**config.mk**
```make
export PLATFORM = sky130hd
export DESIGN_NAME = ipl_regs
export DESIGN_NICKNAME = d
export VERILOG_FILES = /design/src/shared/ipl_pkg.sv /design/src/core/ipl_ahb_if.sv /design/src/core/ipl_level_decode.sv /design/src/core/ipl_regs.sv
export SDC_FILE = /design/constraint.sdc
export NUM_CORES = 1
export LEC_CHECK = 0
export ABC_AREA = 0
export BUFFER_PORTS_ARGS = -buffer_cell sky130_fd_sc_hd__buf_2
export CAP_MARGIN = 25
export CORE_UTILIZATION = 40
export CTS_BUF_LIST = sky130_fd_sc_hd__clkbuf_4 sky130_fd_sc_hd__clkbuf_8
export CTS_CLUSTER_DIAMETER = 150
export DETAILED_ROUTE_END_ITERATION = 10
export PLACE_DENSITY_LB_ADDON = 0.3
export SLEW_MARGIN = 10
export SYNTH_ARGS = -nofsm -noshare
export SYNTH_HDL_FRONTEND = slang
export SYNTH_SLANG_ARGS = --single-unit
```
**constraint.sdc**
```tcl
create_clock -name CLK -period 3.2 [get_ports CLK]
set_input_delay 0.64 -clock CLK [delete_from_list [all_inputs] [get_ports CLK]]
set_output_delay 0.64 -clock CLK [all_outputs]
set_load 0.03 [all_outputs]
```
**src/shared/ipl_pkg.sv**
```systemverilog
// Constants shared by the interrupt priority level register block.
`default_nettype none
package ipl_pkg;

   // Register indexes; the byte address is four times the index.
   localparam int unsigned IDX_W        = 6;
   localparam int unsigned ADDR_LSB     = 2;
   localparam logic [5:0]  IDX_SER_GPIO = 6'h02;
   localparam logic [5:0]  IDX_TW_SER   = 6'h03;
   localparam logic [5:0]  IDX_TMR_TW   = 6'h04;

   // Register slots, their count and the code for no slot.
   localparam int unsigned NUM_REGS  = 3;
   localparam logic [1:0]  SLOT_NONE = 2'h3;
   localparam int unsigned REG_W     = 16;

   // Writable bit masks; reserved bits are not stored and read zero.
   localparam logic [15:0] REG_MASK [NUM_REGS] =
      '{16'hc3ff, 16'hc03f, 16'hffff};
   localparam logic [15:0] REG_RESET = 16'h0000;

   // Field encodings of a priority field.
   localparam logic [1:0] ENC_OFF = 2'h0;
   localparam logic [1:0] ENC_L0  = 2'h1;
   localparam logic [1:0] ENC_L1  = 2'h2;
   localparam logic [1:0] ENC_L2  = 2'h3;
   localparam logic [1:0] LVL_0   = 2'h0;
   localparam logic [1:0] LVL_1   = 2'h1;
   localparam logic [1:0] LVL_2   = 2'h2;

   // Source table: register slot and low bit of each field.
   localparam int unsigned NUM_SRC = 18;
   localparam int unsigned FIELD_SLOT [NUM_SRC] =
      '{0, 0, 0, 0, 0, 0, 1, 1, 1, 1, 2, 2, 2, 2, 2, 2, 2, 2};
   localparam int unsigned FIELD_LSB [NUM_SRC] =
      '{14, 8, 6, 4, 2, 0, 14, 4, 2, 0, 14, 12, 10, 8, 6, 4, 2, 0};

   // Bus constants.
   localparam logic [2:0]  HSIZE_WORD = 3'h2;
   localparam logic [31:0] RDATA_ZERO = 32'h0000_0000;

   // Data phase states of the bus slave.
   typedef enum logic [2:0] {
      PH_IDLE  = 3'b001,
      PH_WRITE = 3'b010,
      PH_READ  = 3'b100
   } ipl_phase_t;

endpackage : ipl_pkg
`default_nettype wire

```
**src/core/ipl_ahb_if.sv**
```systemverilog
// AHB-Lite slave front end for the priority level registers.
`timescale 1ns/1ps
`default_nettype none
module ipl_ahb_if (
   input  wire logic        clk,
   input  wire logic        rst_n,
   input  wire logic        hsel,
   input  wire logic [31:0] haddr,
   input  wire logic [1:0]  htrans,
   input  wire logic        hwrite,
   input  wire logic [2:0]  hsize,
   input  wire logic        hready,
   input  wire logic [31:0] hwdata,
   output var  logic [31:0] hrdata,
   output var  logic        hreadyout,
   output var  logic        hresp,
   output var  logic        wr_en,
   output var  logic [ipl_pkg::IDX_W-1:0] wr_idx,
   output var  logic [15:0] wr_data,
   output var  logic [ipl_pkg::IDX_W-1:0] rd_idx,
   input  wire logic [31:0] rd_data
);
   import ipl_pkg::*;

   ipl_phase_t         phase_q;    // Kind of the current data phase.
   logic [IDX_W-1:0]   wr_idx_q;   // Index latched for a write.
   logic               word_q;     // Write was a whole word.
   logic [31:0]        hrdata_q;   // Read data held for the data phase.
   logic               take;       // Address phase accepted.

   // A transfer is taken on NONSEQ or SEQ while the bus is ready.
   assign take   = hsel && htrans[1] && hready;
   assign rd_idx = haddr[ADDR_LSB +: IDX_W];

   // Track what the next data phase carries.
   always_ff @(posedge clk or negedge rst_n) begin
      if (!rst_n) begin
         phase_q  <= PH_IDLE;
         wr_idx_q <= '0;
         word_q   <= 1'b0;
      end else if (take) begin
         phase_q  <= hwrite ? PH_WRITE : PH_READ;
         wr_idx_q <= haddr[ADDR_LSB +: IDX_W];
         word_q   <= (hsize == HSIZE_WORD) && (haddr[1:0] == 2'h0);
      end else if (hready) begin
         phase_q  <= PH_IDLE;
      end
   end

   // Read data are captured at the address phase from forwarded values.
   always_ff @(posedge clk or negedge rst_n) begin
      if (!rst_n) begin
         hrdata_q <= RDATA_ZERO;
      end else if (take && !hwrite) begin
         hrdata_q <= rd_data;
      end
   end

   // Only whole word writes reach the registers.
   assign wr_en     = (phase_q == PH_WRITE) && word_q;
   assign wr_idx    = wr_idx_q;
   assign wr_data   = hwdata[15:0];
   assign hrdata    = hrdata_q;
   assign hreadyout = 1'b1;
   assign hresp     = 1'b0;

endmodule : ipl_ahb_if
`default_nettype wire

```
**src/core/ipl_level_decode.sv**
```systemverilog
// Decoder of one priority field into a registered enable and level.
`timescale 1ns/1ps
`default_nettype none
module ipl_level_decode (
   input  wire logic       clk,
   input  wire logic       rst_n,
   input  wire logic [1:0] field_d,
   output var  logic       enable_q,
   output var  logic [1:0] level_q
);
   import ipl_pkg::*;

   // Decode the next field value so outputs track the register edge.
   always_ff @(posedge clk or negedge rst_n) begin
      if (!rst_n) begin
         enable_q <= 1'b0;
         level_q  <= LVL_0;
      end else begin
         unique case (field_d)
            ENC_OFF: begin
               enable_q <= 1'b0;
               level_q  <= LVL_0;
            end
            ENC_L0: begin
               enable_q <= 1'b1;
               level_q  <= LVL_0;
            end
            ENC_L1: begin
               enable_q <= 1'b1;
               level_q  <= LVL_1;
            end
            ENC_L2: begin
               enable_q <= 1'b1;
               level_q  <= LVL_2;
            end
         endcase
      end
   end

endmodule : ipl_level_decode
`default_nettype wire

```
**src/core/ipl_regs.sv**
```systemverilog
// Priority level registers for the serial, port, timer and two-wire sources.
`timescale 1ns/1ps
`default_nettype none
// Overview of operation
// - Field 00 off, 01/10/11 give levels 0-2
// - All fields reset to zero, sources disabled
// - No field can select level three
// - Index 2 bits 15-14: async transmit empty
// - Index 2 bits 9-8: sync transmit empty
// - Index 2 bits 7-6: sync receive full
// - Index 2 ports A, B, C at 5-0
// - Index 3 bits 15-14: two-wire error
// - Index 3 async rx full, error, tx idle
// - Index 4 timer channels 3-0 at 15-8
// - Index 4 two-wire status, transmit, receive
// - Index 4 bits 1-0: two-wire general call
module ipl_regs (
   input  wire logic        CLK,
   input  wire logic        RST_N,
   input  wire logic        HSEL,
   input  wire logic [31:0] HADDR,
   input  wire logic [1:0]  HTRANS,
   input  wire logic        HWRITE,
   input  wire logic [2:0]  HSIZE,
   input  wire logic        HREADY,
   input  wire logic [31:0] HWDATA,
   output var  logic [31:0] HRDATA,
   output var  logic        HREADYOUT,
   output var  logic        HRESP,
   output var  logic        ASYNC_TX_EMPTY_EN,
   output var  logic [1:0]  ASYNC_TX_EMPTY_LEVEL,
   output var  logic        SYNC_TX_EMPTY_EN,
   output var  logic [1:0]  SYNC_TX_EMPTY_LEVEL,
   output var  logic        SYNC_RX_FULL_EN,
   output var  logic [1:0]  SYNC_RX_FULL_LEVEL,
   output var  logic        PORT_A_IO_EN,
   output var  logic [1:0]  PORT_A_IO_LEVEL,
   output var  logic        PORT_B_IO_EN,
   output var  logic [1:0]  PORT_B_IO_LEVEL,
   output var  logic        PORT_C_IO_EN,
   output var  logic [1:0]  PORT_C_IO_LEVEL,
   output var  logic        TWOWIRE_ERROR_EN,
   output var  logic [1:0]  TWOWIRE_ERROR_LEVEL,
   output var  logic        ASYNC_RX_FULL_EN,
   output var  logic [1:0]  ASYNC_RX_FULL_LEVEL,
   output var  logic        ASYNC_RX_ERROR_EN,
   output var  logic [1:0]  ASYNC_RX_ERROR_LEVEL,
   output var  logic        ASYNC_TX_IDLE_EN,
   output var  logic [1:0]  ASYNC_TX_IDLE_LEVEL,
   output var  logic        TIMER_CH3_EN,
   output var  logic [1:0]  TIMER_CH3_LEVEL,
   output var  logic        TIMER_CH2_EN,
   output var  logic [1:0]  TIMER_CH2_LEVEL,
   output var  logic        TIMER_CH1_EN,
   output var  logic [1:0]  TIMER_CH1_LEVEL,
   output var  logic        TIMER_CH0_EN,
   output var  logic [1:0]  TIMER_CH0_LEVEL,
   output var  logic        TWOWIRE_STATUS_EN,
   output var  logic [1:0]  TWOWIRE_STATUS_LEVEL,
   output var  logic        TWOWIRE_TRANSMIT_EN,
   output var  logic [1:0]  TWOWIRE_TRANSMIT_LEVEL,
   output var  logic        TWOWIRE_RECEIVE_EN,
   output var  logic [1:0]  TWOWIRE_RECEIVE_LEVEL,
   output var  logic        TWOWIRE_GENERAL_CALL_EN,
   output var  logic [1:0]  TWOWIRE_GENERAL_CALL_LEVEL
);
   import ipl_pkg::*;

   // Maps a word index onto a register slot, or to no slot.
   function automatic logic [1:0] slot_of(input logic [IDX_W-1:0] idx);
      logic [1:0] s;
      s = SLOT_NONE;
      if (idx == IDX_SER_GPIO) begin
         s = 2'h0;
      end else if (idx == IDX_TW_SER) begin
         s = 2'h1;
      end else if (idx == IDX_TMR_TW) begin
         s = 2'h2;
      end
      return s;
   endfunction : slot_of

   // Bus side signals between the slave and the register array.
   logic             wr_en;      // Whole word write in its data phase.
   logic [IDX_W-1:0] wr_idx;     // Word index of that write.
   logic [15:0]      wr_data;    // Low half of the write data.
   logic [IDX_W-1:0] rd_idx;     // Word index of a read address phase.
   logic [31:0]      rd_data;    // Forwarded read value.
   logic [1:0]       wr_slot;    // Slot hit by the write.
   logic [1:0]       rd_slot;    // Slot hit by the read.

   // Register state and its next value, one word per slot.
   logic [REG_W-1:0] regs_q [NUM_REGS];
   logic [REG_W-1:0] regs_d [NUM_REGS];

   // Per-source decoded enable and level, indexed as the source table.
   logic [NUM_SRC-1:0] src_en;
   logic [1:0]         src_lvl [NUM_SRC];

   // The AHB-Lite slave answers every transfer with no wait state.
   ipl_ahb_if u_bus (
      .clk       (CLK),
      .rst_n     (RST_N),
      .hsel      (HSEL),
      .haddr     (HADDR),
      .htrans    (HTRANS),
      .hwrite    (HWRITE),
      .hsize     (HSIZE),
      .hready    (HREADY),
      .hwdata    (HWDATA),
      .hrdata    (HRDATA),
      .hreadyout (HREADYOUT),
      .hresp     (HRESP),
      .wr_en     (wr_en),
      .wr_idx    (wr_idx),
      .wr_data   (wr_data),
      .rd_idx    (rd_idx),
      .rd_data   (rd_data)
   );

   // Decode both bus indexes with the same slot map.
   assign wr_slot = slot_of(wr_idx);
   assign rd_slot = slot_of(rd_idx);

   // Next value of each register; unmapped writes change nothing.
   always_comb begin
      for (int s = 0; s < NUM_REGS; s++) begin
         regs_d[s] = regs_q[s];
         if (wr_en && (wr_slot == s[1:0])) begin
            // Reserved bits are never stored, so they read zero.
            regs_d[s] = wr_data & REG_MASK[s];
         end
      end
   end

   // Register words take the written value at the end of the data phase.
   always_ff @(posedge CLK or negedge RST_N) begin
      if (!RST_N) begin
         for (int s = 0; s < NUM_REGS; s++) begin
            regs_q[s] <= REG_RESET;
         end
      end else begin
         for (int s = 0; s < NUM_REGS; s++) begin
            regs_q[s] <= regs_d[s];
         end
      end
   end

   // Reads see a write still in its data phase; unmapped reads give zero.
   always_comb begin
      rd_data = RDATA_ZERO;
      if (rd_slot != SLOT_NONE) begin
         rd_data = {16'h0000, regs_d[rd_slot]};
      end
   end

   // One decoder per source, fed from its field of the next value.
   for (genvar i = 0; i < NUM_SRC; i++) begin : g_src
      ipl_level_decode u_dec (
         .clk      (CLK),
         .rst_n    (RST_N),
         .field_d  (regs_d[FIELD_SLOT[i]][FIELD_LSB[i] +: 2]),
         .enable_q (src_en[i]),
         .level_q  (src_lvl[i])
      );
   end

   // Serial and port sources in the first register.
   assign ASYNC_TX_EMPTY_EN          = src_en[0];
   assign ASYNC_TX_EMPTY_LEVEL       = src_lvl[0];
   assign SYNC_TX_EMPTY_EN           = src_en[1];
   assign SYNC_TX_EMPTY_LEVEL        = src_lvl[1];
   assign SYNC_RX_FULL_EN            = src_en[2];
   assign SYNC_RX_FULL_LEVEL         = src_lvl[2];
   assign PORT_A_IO_EN               = src_en[3];
   assign PORT_A_IO_LEVEL            = src_lvl[3];
   assign PORT_B_IO_EN               = src_en[4];
   assign PORT_B_IO_LEVEL            = src_lvl[4];
   assign PORT_C_IO_EN               = src_en[5];
   assign PORT_C_IO_LEVEL            = src_lvl[5];

   // Two-wire error and asynchronous serial sources in the second.
   assign TWOWIRE_ERROR_EN           = src_en[6];
   assign TWOWIRE_ERROR_LEVEL        = src_lvl[6];
   assign ASYNC_RX_FULL_EN           = src_en[7];
   assign ASYNC_RX_FULL_LEVEL        = src_lvl[7];
   assign ASYNC_RX_ERROR_EN          = src_en[8];
   assign ASYNC_RX_ERROR_LEVEL       = src_lvl[8];
   assign ASYNC_TX_IDLE_EN           = src_en[9];
   assign ASYNC_TX_IDLE_LEVEL        = src_lvl[9];

   // Timer channels and two-wire events in the third.
   assign TIMER_CH3_EN               = src_en[10];
   assign TIMER_CH3_LEVEL            = src_lvl[10];
   assign TIMER_CH2_EN               = src_en[11];
   assign TIMER_CH2_LEVEL            = src_lvl[11];
   assign TIMER_CH1_EN               = src_en[12];
   assign TIMER_CH1_LEVEL            = src_lvl[12];
   assign TIMER_CH0_EN               = src_en[13];
   assign TIMER_CH0_LEVEL            = src_lvl[13];
   assign TWOWIRE_STATUS_EN          = src_en[14];
   assign TWOWIRE_STATUS_LEVEL       = src_lvl[14];
   assign TWOWIRE_TRANSMIT_EN        = src_en[15];
   assign TWOWIRE_TRANSMIT_LEVEL     = src_lvl[15];
   assign TWOWIRE_RECEIVE_EN         = src_en[16];
   assign TWOWIRE_RECEIVE_LEVEL      = src_lvl[16];
   assign TWOWIRE_GENERAL_CALL_EN    = src_en[17];
   assign TWOWIRE_GENERAL_CALL_LEVEL = src_lvl[17];

endmodule : ipl_regs
`default_nettype wire

```
**Word-level counts from Yosys, hierarchy flattened**

Cells that the tools add are included.

- Bitwise operators: 1
- Order comparisons: 1
- Muxes and demuxes: 52
- Equality and inequality tests: 65
- Reduce and logical (&&, ||, !) cells: 66

Operators by type and width:

| operator | count |
|---|---|
| 2-bit one-hot mux with 3 select lines | 18 |
| 16-bit two-way mux | 6 |
| 2-bit == test (second input constant) | 37 |
| 3-bit OR reduction | 18 |
| 2-bit zero test | 20 |
| 2-bit by 1-bit == test with 1-bit output (second input constant) | 19 |
| 1-bit one-hot mux with 2 select lines | 18 |
| 2-bit OR reduction | 18 |
| 16-bit binary-select mux with 2-bit select | 1 |
| 6-bit by 2-bit == test with 1-bit output (second input constant) | 4 |
| 6-bit by 3-bit == test with 1-bit output (second input constant) | 2 |
| 3-bit two-way mux | 3 |
| 1-bit logical AND | 8 |
| 2-bit two-way mux | 4 |
| 3-bit by 2-bit == test with 1-bit output (second input constant) | 2 |
| 3-bit greater-or-equal comparator (second input constant) | 1 |
| 2-bit NOT with 3-bit output | 1 |
| 1-bit two-way mux | 2 |
| 2-bit != test (second input constant) | 1 |
| 2-bit nonzero test | 1 |
| 1-bit zero test | 1 |

- Logic and storage cells: 228
- Register bits: 144
- Input port bits: 74

**Longest topological paths before layout**

- Depth after elaboration: 11
- Mapped depth: 7
- Mapped depth without buffers: 6

**Cells and area by module**

A second synthesis with hierarchy kept.

- Cells, all modules: 441
- Area, all modules: 5,924.4 sq um

Modules (own cells, without submodules):

| module | area an instance (sq um) | cells an instance | sequential area each (sq um) | times used |
|---|---|---|---|---|
| ipl_regs | 2,262.2 | 212 | 1,201.2 | 1 |
| ipl_ahb_if | 1,905.6 | 121 | 1,052.3 | 1 |
| ipl_level_decode | 97.6 | 6 | 75.1 | 18 |

**Least setup slack after synthesis**

No wires, ideal clock.

- Path kind: input to register
- From: input HADDR[7]
- To: register u_bus.hrdata_q[7], in the netlist u_bus.hrdata[7]
- Path slack: 965 ps
- Required time: 3,114 ps
- Stages: 6
- Data arrival time: 2,149 ps
- Cell sequence: or3_4 > or2_1 > or4b_4 > buf_6 > buf_12 > o221ai_2

- Word-level cells in the longest chain between the ends: 9
- Elaborated cells between the ends (all ways): 12
- Those cells by class: 4 x eq/ne; 7 x mux; 1 x bitwise

Ends and longest elaborated chain:

| item | RTL line | RTL |
|---|---|---|
| from (decl) | ipl_regs.sv:21 | `input wire logic [31:0] HADDR,` |
| 6-bit by 3-bit == test with 1-bit output | ipl_regs.sv:77 | `end else if (idx == IDX_TMR_TW) begin` |
| 1-bit two-way mux | ipl_regs.sv:77 |  |
| 2-bit two-way mux | ipl_regs.sv:75 | `end else if (idx == IDX_TW_SER) begin` |
| 2-bit two-way mux * | ipl_regs.sv:73 | `if (idx == IDX_SER_GPIO) begin` |
| 2-bit NOT with 3-bit output (implied by the code) | ipl_regs.sv:153 | `rd_data = {16'h0000, regs_d[rd_slot]};` |
| 16-bit binary-select mux with 2-bit select | ipl_regs.sv:153 |  |
| 16-bit two-way mux (implied by the code) (2 in series) | ipl_regs.sv:153 |  |
| 16-bit two-way mux * | ipl_regs.sv:152 | `if (rd_slot != SLOT_NONE) begin` |
| to (signal assigned) | ipl_ahb_if.sv:55 | `hrdata_q <= rd_data;` |
| to (decl) | ipl_ahb_if.sv:28 | `logic [31:0] hrdata_q;` |

Mark *: on every way between the ends. The rest lies on a longest branch, timed or not. The select of a mux whose other input is x is not followed.
A chain may end at the register's enable or synchronous reset.

**Worst setup path after layout**

- From: register u_bus.wr_idx_q[3], in the netlist u_bus.wr_idx[3]
- To: register u_bus.hrdata_q[15], in the netlist u_bus.hrdata[15]

- Word-level cells in the longest chain between the ends: 11
- Elaborated cells between the ends (all ways): 19
- Those cells by class: 5 x eq/ne; 10 x mux; 4 x reduce/logical

Ends and longest elaborated chain:

| item | RTL line | RTL |
|---|---|---|
| from (decl) | ipl_ahb_if.sv:26 | `logic [IDX_W-1:0] wr_idx_q;` |
| from (signal assigned) | ipl_ahb_if.sv:43 | `wr_idx_q <= haddr[ADDR_LSB +: IDX_W];` |
| 6-bit by 3-bit == test with 1-bit output | ipl_regs.sv:77 |  |
| 1-bit two-way mux | ipl_regs.sv:77 |  |
| 2-bit two-way mux | ipl_regs.sv:75 |  |
| 2-bit two-way mux * | ipl_regs.sv:73 |  |
| 2-bit == test (tied with other cells) | ipl_regs.sv:129 | `if (wr_en && (wr_slot == s[1:0])) begin` |
| 1-bit logical AND | ipl_regs.sv:129 |  |
| 16-bit two-way mux | ipl_regs.sv:129 |  |
| 16-bit binary-select mux with 2-bit select * | ipl_regs.sv:153 |  |
| 16-bit two-way mux (implied by the code) * (2 in series) | ipl_regs.sv:153 |  |
| 16-bit two-way mux * | ipl_regs.sv:152 |  |

Marks and branches as above.

==> summary.txt <==
Timing
  • Fin. max-slew vios: 0
  • Setup TNS Final: 0 ns
  • Slew HR: 36.54%
  • Minimum clock period: 2.413 ns
  • Clock skew: 0.01183 ns
  • Period utilization: 75.42%
  • Final setup vio count: 0
  • Endpoints failing hold: 0
  • Unrepaired setup endpoints after global routing: no
  • Actual slew at the worst max-slew pin: 0.9519 ns
  • Max frequency: 414.4 MHz

Clock tree
  • Buffer depth of the longest clock path: 2
  • Clk Latency, worst-skew pair: 0.44 ns
  • Post-CTS Setup Inserts: 0
  • CTS clk-pin slew, worst paths: 0.07 ns
  • H-tree depth: 4
  • CTS hold repair buffers: 0
  • Sink Count: 128
  • Root Buffer: clkbuf_8
  • Post_cts resized: 0
  • TritonCTS clock tree: built
  • TritonCTS Buffers: 17

Placed design
  • Dpl cells: 641
  • Detail Placement HPWL: 6.713 mm
  • I/O Buffers: 102
  • GP Congestion: 0.8056

Worst setup path
  • R2r setup slk: 0.79 ns
  • Crit-path max cell delay: 0.48 ns
  • Arrival time worst endpoint: 2.68 ns
  • Crit Path Class: reg2reg
  • FF-to-FF Start: u_bus.wr_idx[3]
  • CP Max Fanout: 10
  • Slowest CP cell: nor4b_4
  • Startpoint Class: flip-flop
  • CP required: 3.47 ns
  • Crit. End Element: flip-flop
  • Cell Chain, Critical Path: nor4b_4, nand4_4, buf_4, mux2i_1, mux2_2, o221ai_1
  • R2R cell count: 6
  • R2R Path End: u_bus.hrdata[15]

Logic synthesis
  • Flops & latches, synth: 128
  • Post-synth EDFFs: 0
  • Synth Instances: 379
  • Synth unique cells: 43
  • Top post-synthesis cells by area: dfrtp_1, mux2i_1, o221ai_2
  • Average cell area after synthesis: 13.25 um^2
  • Post-synth top area cell: dfrtp_1
  • Synth Cell Area: 0.005022 mm^2
  • Ys flop type: dfrtp_1
  • Sequential fraction of the synthesis area: 63.80%
  • Post-synth top area share: 63.28%
  • Ys async rst share: 100.0%
  • Synth Warn #: 0

Global routing
  • Total gr overflow: 0
  • Global Route Usage Sum: 16.94%
  • Pin count of the biggest net entering global routing: 85
  • First-pass GRT wire length: 16.30 mm
  • Vias in the first global route: 3129
  • Initial antenna violation count: 0

Cells and area
  • Ant. Diodes: 0
  • Final #Nets: 566
  • Most frequent cells in the layout: dfrtp_1, buf_2, nor2_1, inv_1, nand2_1
  • Commonest non-fill, non-tap cell in the layout: dfrtp_1
  • Area Overhead vs Synth: 20.35%
  • Fillers: 1094
  • Post-Layout Cell Count: 673
  • Share of layout cells above drive strength 1: 35.25%

Drt
  • Vias: 3111
  • Via density: 4.623
  • TritonRoute pass-1 iters: 4
  • Final Routed Wirelength: 9.981 mm
  • DRT antenna net count: 0
  • # DRC: 0
  • Routed len/inst: 14.83 um
  • Initial DRC count: 220

Run
  • MaxCap Viol Count: 0

Power
  • Pwr Density: 579.7 mW/mm^2
  • Tot Pwr: 3.504 mW
  • Lkg Pwr: 3.200 nW
  • Max VDD drop: 213.8 uV

Floorplan
  • Ports: 162
  • Chip Height: 114.1 um
  • Row count: 40
  • Initial Utilization: 41.47%
  • Die width: 114.1 um
  • Core Region: 0.01211 mm^2
  • Die footprint: 0.01301 mm^2

Status
  • Status: finished, final reports clean

Hold path
  • HP Class: in2async
==> flip-flops by register name, summed over array words and instances (netlist names) <==
name                  flops
u_bus.wr_idx              6
regs_q                   48
g_src.u_dec.level_q      36
g_src.u_dec.enable_q     18
u_bus.phase_q             3
u_bus.hrdata             16
u_bus.word_q              1
==> kinds of logic after synthesis <==
kind of cell	synth area share (%)
and+or+nand+nor	10.64
other	0.1495
muxes	11.61
DFF	63.80
AOI/OAI and AO/OA	6.253
buffers and inverters	7.374
xor gates and xnor gates	0.1744
==> routing by layer <==
metal | up-vias | wire [um] | GRT usage [%]
li1 | 1451 | - | -
met1 | 1556 | 4498 | 21.47
met2 | 93 | 4854 | 26.75
met3 | 11 | 506 | 5.611
met4 | 0 | 121 | 7.013
met5 | - | 0 | 0
==> how the worst max path moves through the flow <==
stage	slack [ns]	from	to
6_report	0.79	u_bus.wr_idx[3]	u_bus.hrdata[15]
3_5_place_dp	0.60	HADDR[7]	u_bus.hrdata[0]
5_1_grt	0.60	u_bus.wr_idx[3]	u_bus.hrdata[3]
4_1_cts	0.76	u_bus.wr_idx[3]	u_bus.hrdata[7]
2_1_floorplan	0.96	HADDR[7]	u_bus.hrdata[7]
3_3_place_gp	0.66	HADDR[7]	u_bus.hrdata[3]
==> per-stage QoR <==
stage	worst slack, ns	hold slack [ns]	cell area [um^2]	util, %
global placement	0.6569	0.4699	5632	46.50
floorplan	0.9649	0.3444	5082	-
detailed placement	0.5981	0.4726	5632	46.50
global route	0.5958	0.2125	6045	49.91
CTS	0.7621	0.1838	6045	49.91
finish	0.7867	0.1933	6045	49.91
==> layout make-up <==
cell class	count	area (um^2)	area share (%)
clock inverter	14	165.2	2.732
tap	168	210.2	3.478
inverter	39	146.4	2.422
multi-input combinational	199	1508	24.94
timing repair buffer	107	563.0	9.315
sequential	128	3204	53.01
clock buffer	18	247.7	4.099
==> cell usage after synthesis (2+ instances only) <==
library cell	n
nand2_1	35
clkbuf_1	5
mux2i_4	5
o221ai_1	5
buf_4	18
mux2_2	10
nor2_1	37
and2_1	12
inv_2	2
o221ai_2	10
nand4_4	2
a22oi_1	4
nor3b_1	2
mux2i_1	33
inv_1	37
dfrtp_1	127
o21ai_0	2
a32oi_1	3
conb_1	2
buf_6	4
mux2i_2	2
==> worst max-delay path: cells and delay by family (launching register included) <==
kind,cells,cell delay [ns]
compound gates,1,0.09
buf+inv,1,0.32
flops,1,0.41
mux,2,0.63
simple gates,2,0.80
==> report_power, final <==
| group | switching [mW] | leakage [nW] | internal, mW | total, mW |
|---|---|---|---|---|
| clock network | 0.642 | 0.197 | 0.787 | 1.43 |
| registers | 0.0338 | 1.58 | 1.70 | 1.73 |
| logic | 0.247 | 1.42 | 0.0984 | 0.346 |
| total | 0.923 | 3.20 | 2.58 | 3.50 |
Note: power is estimated with default switching activity, not from simulation.
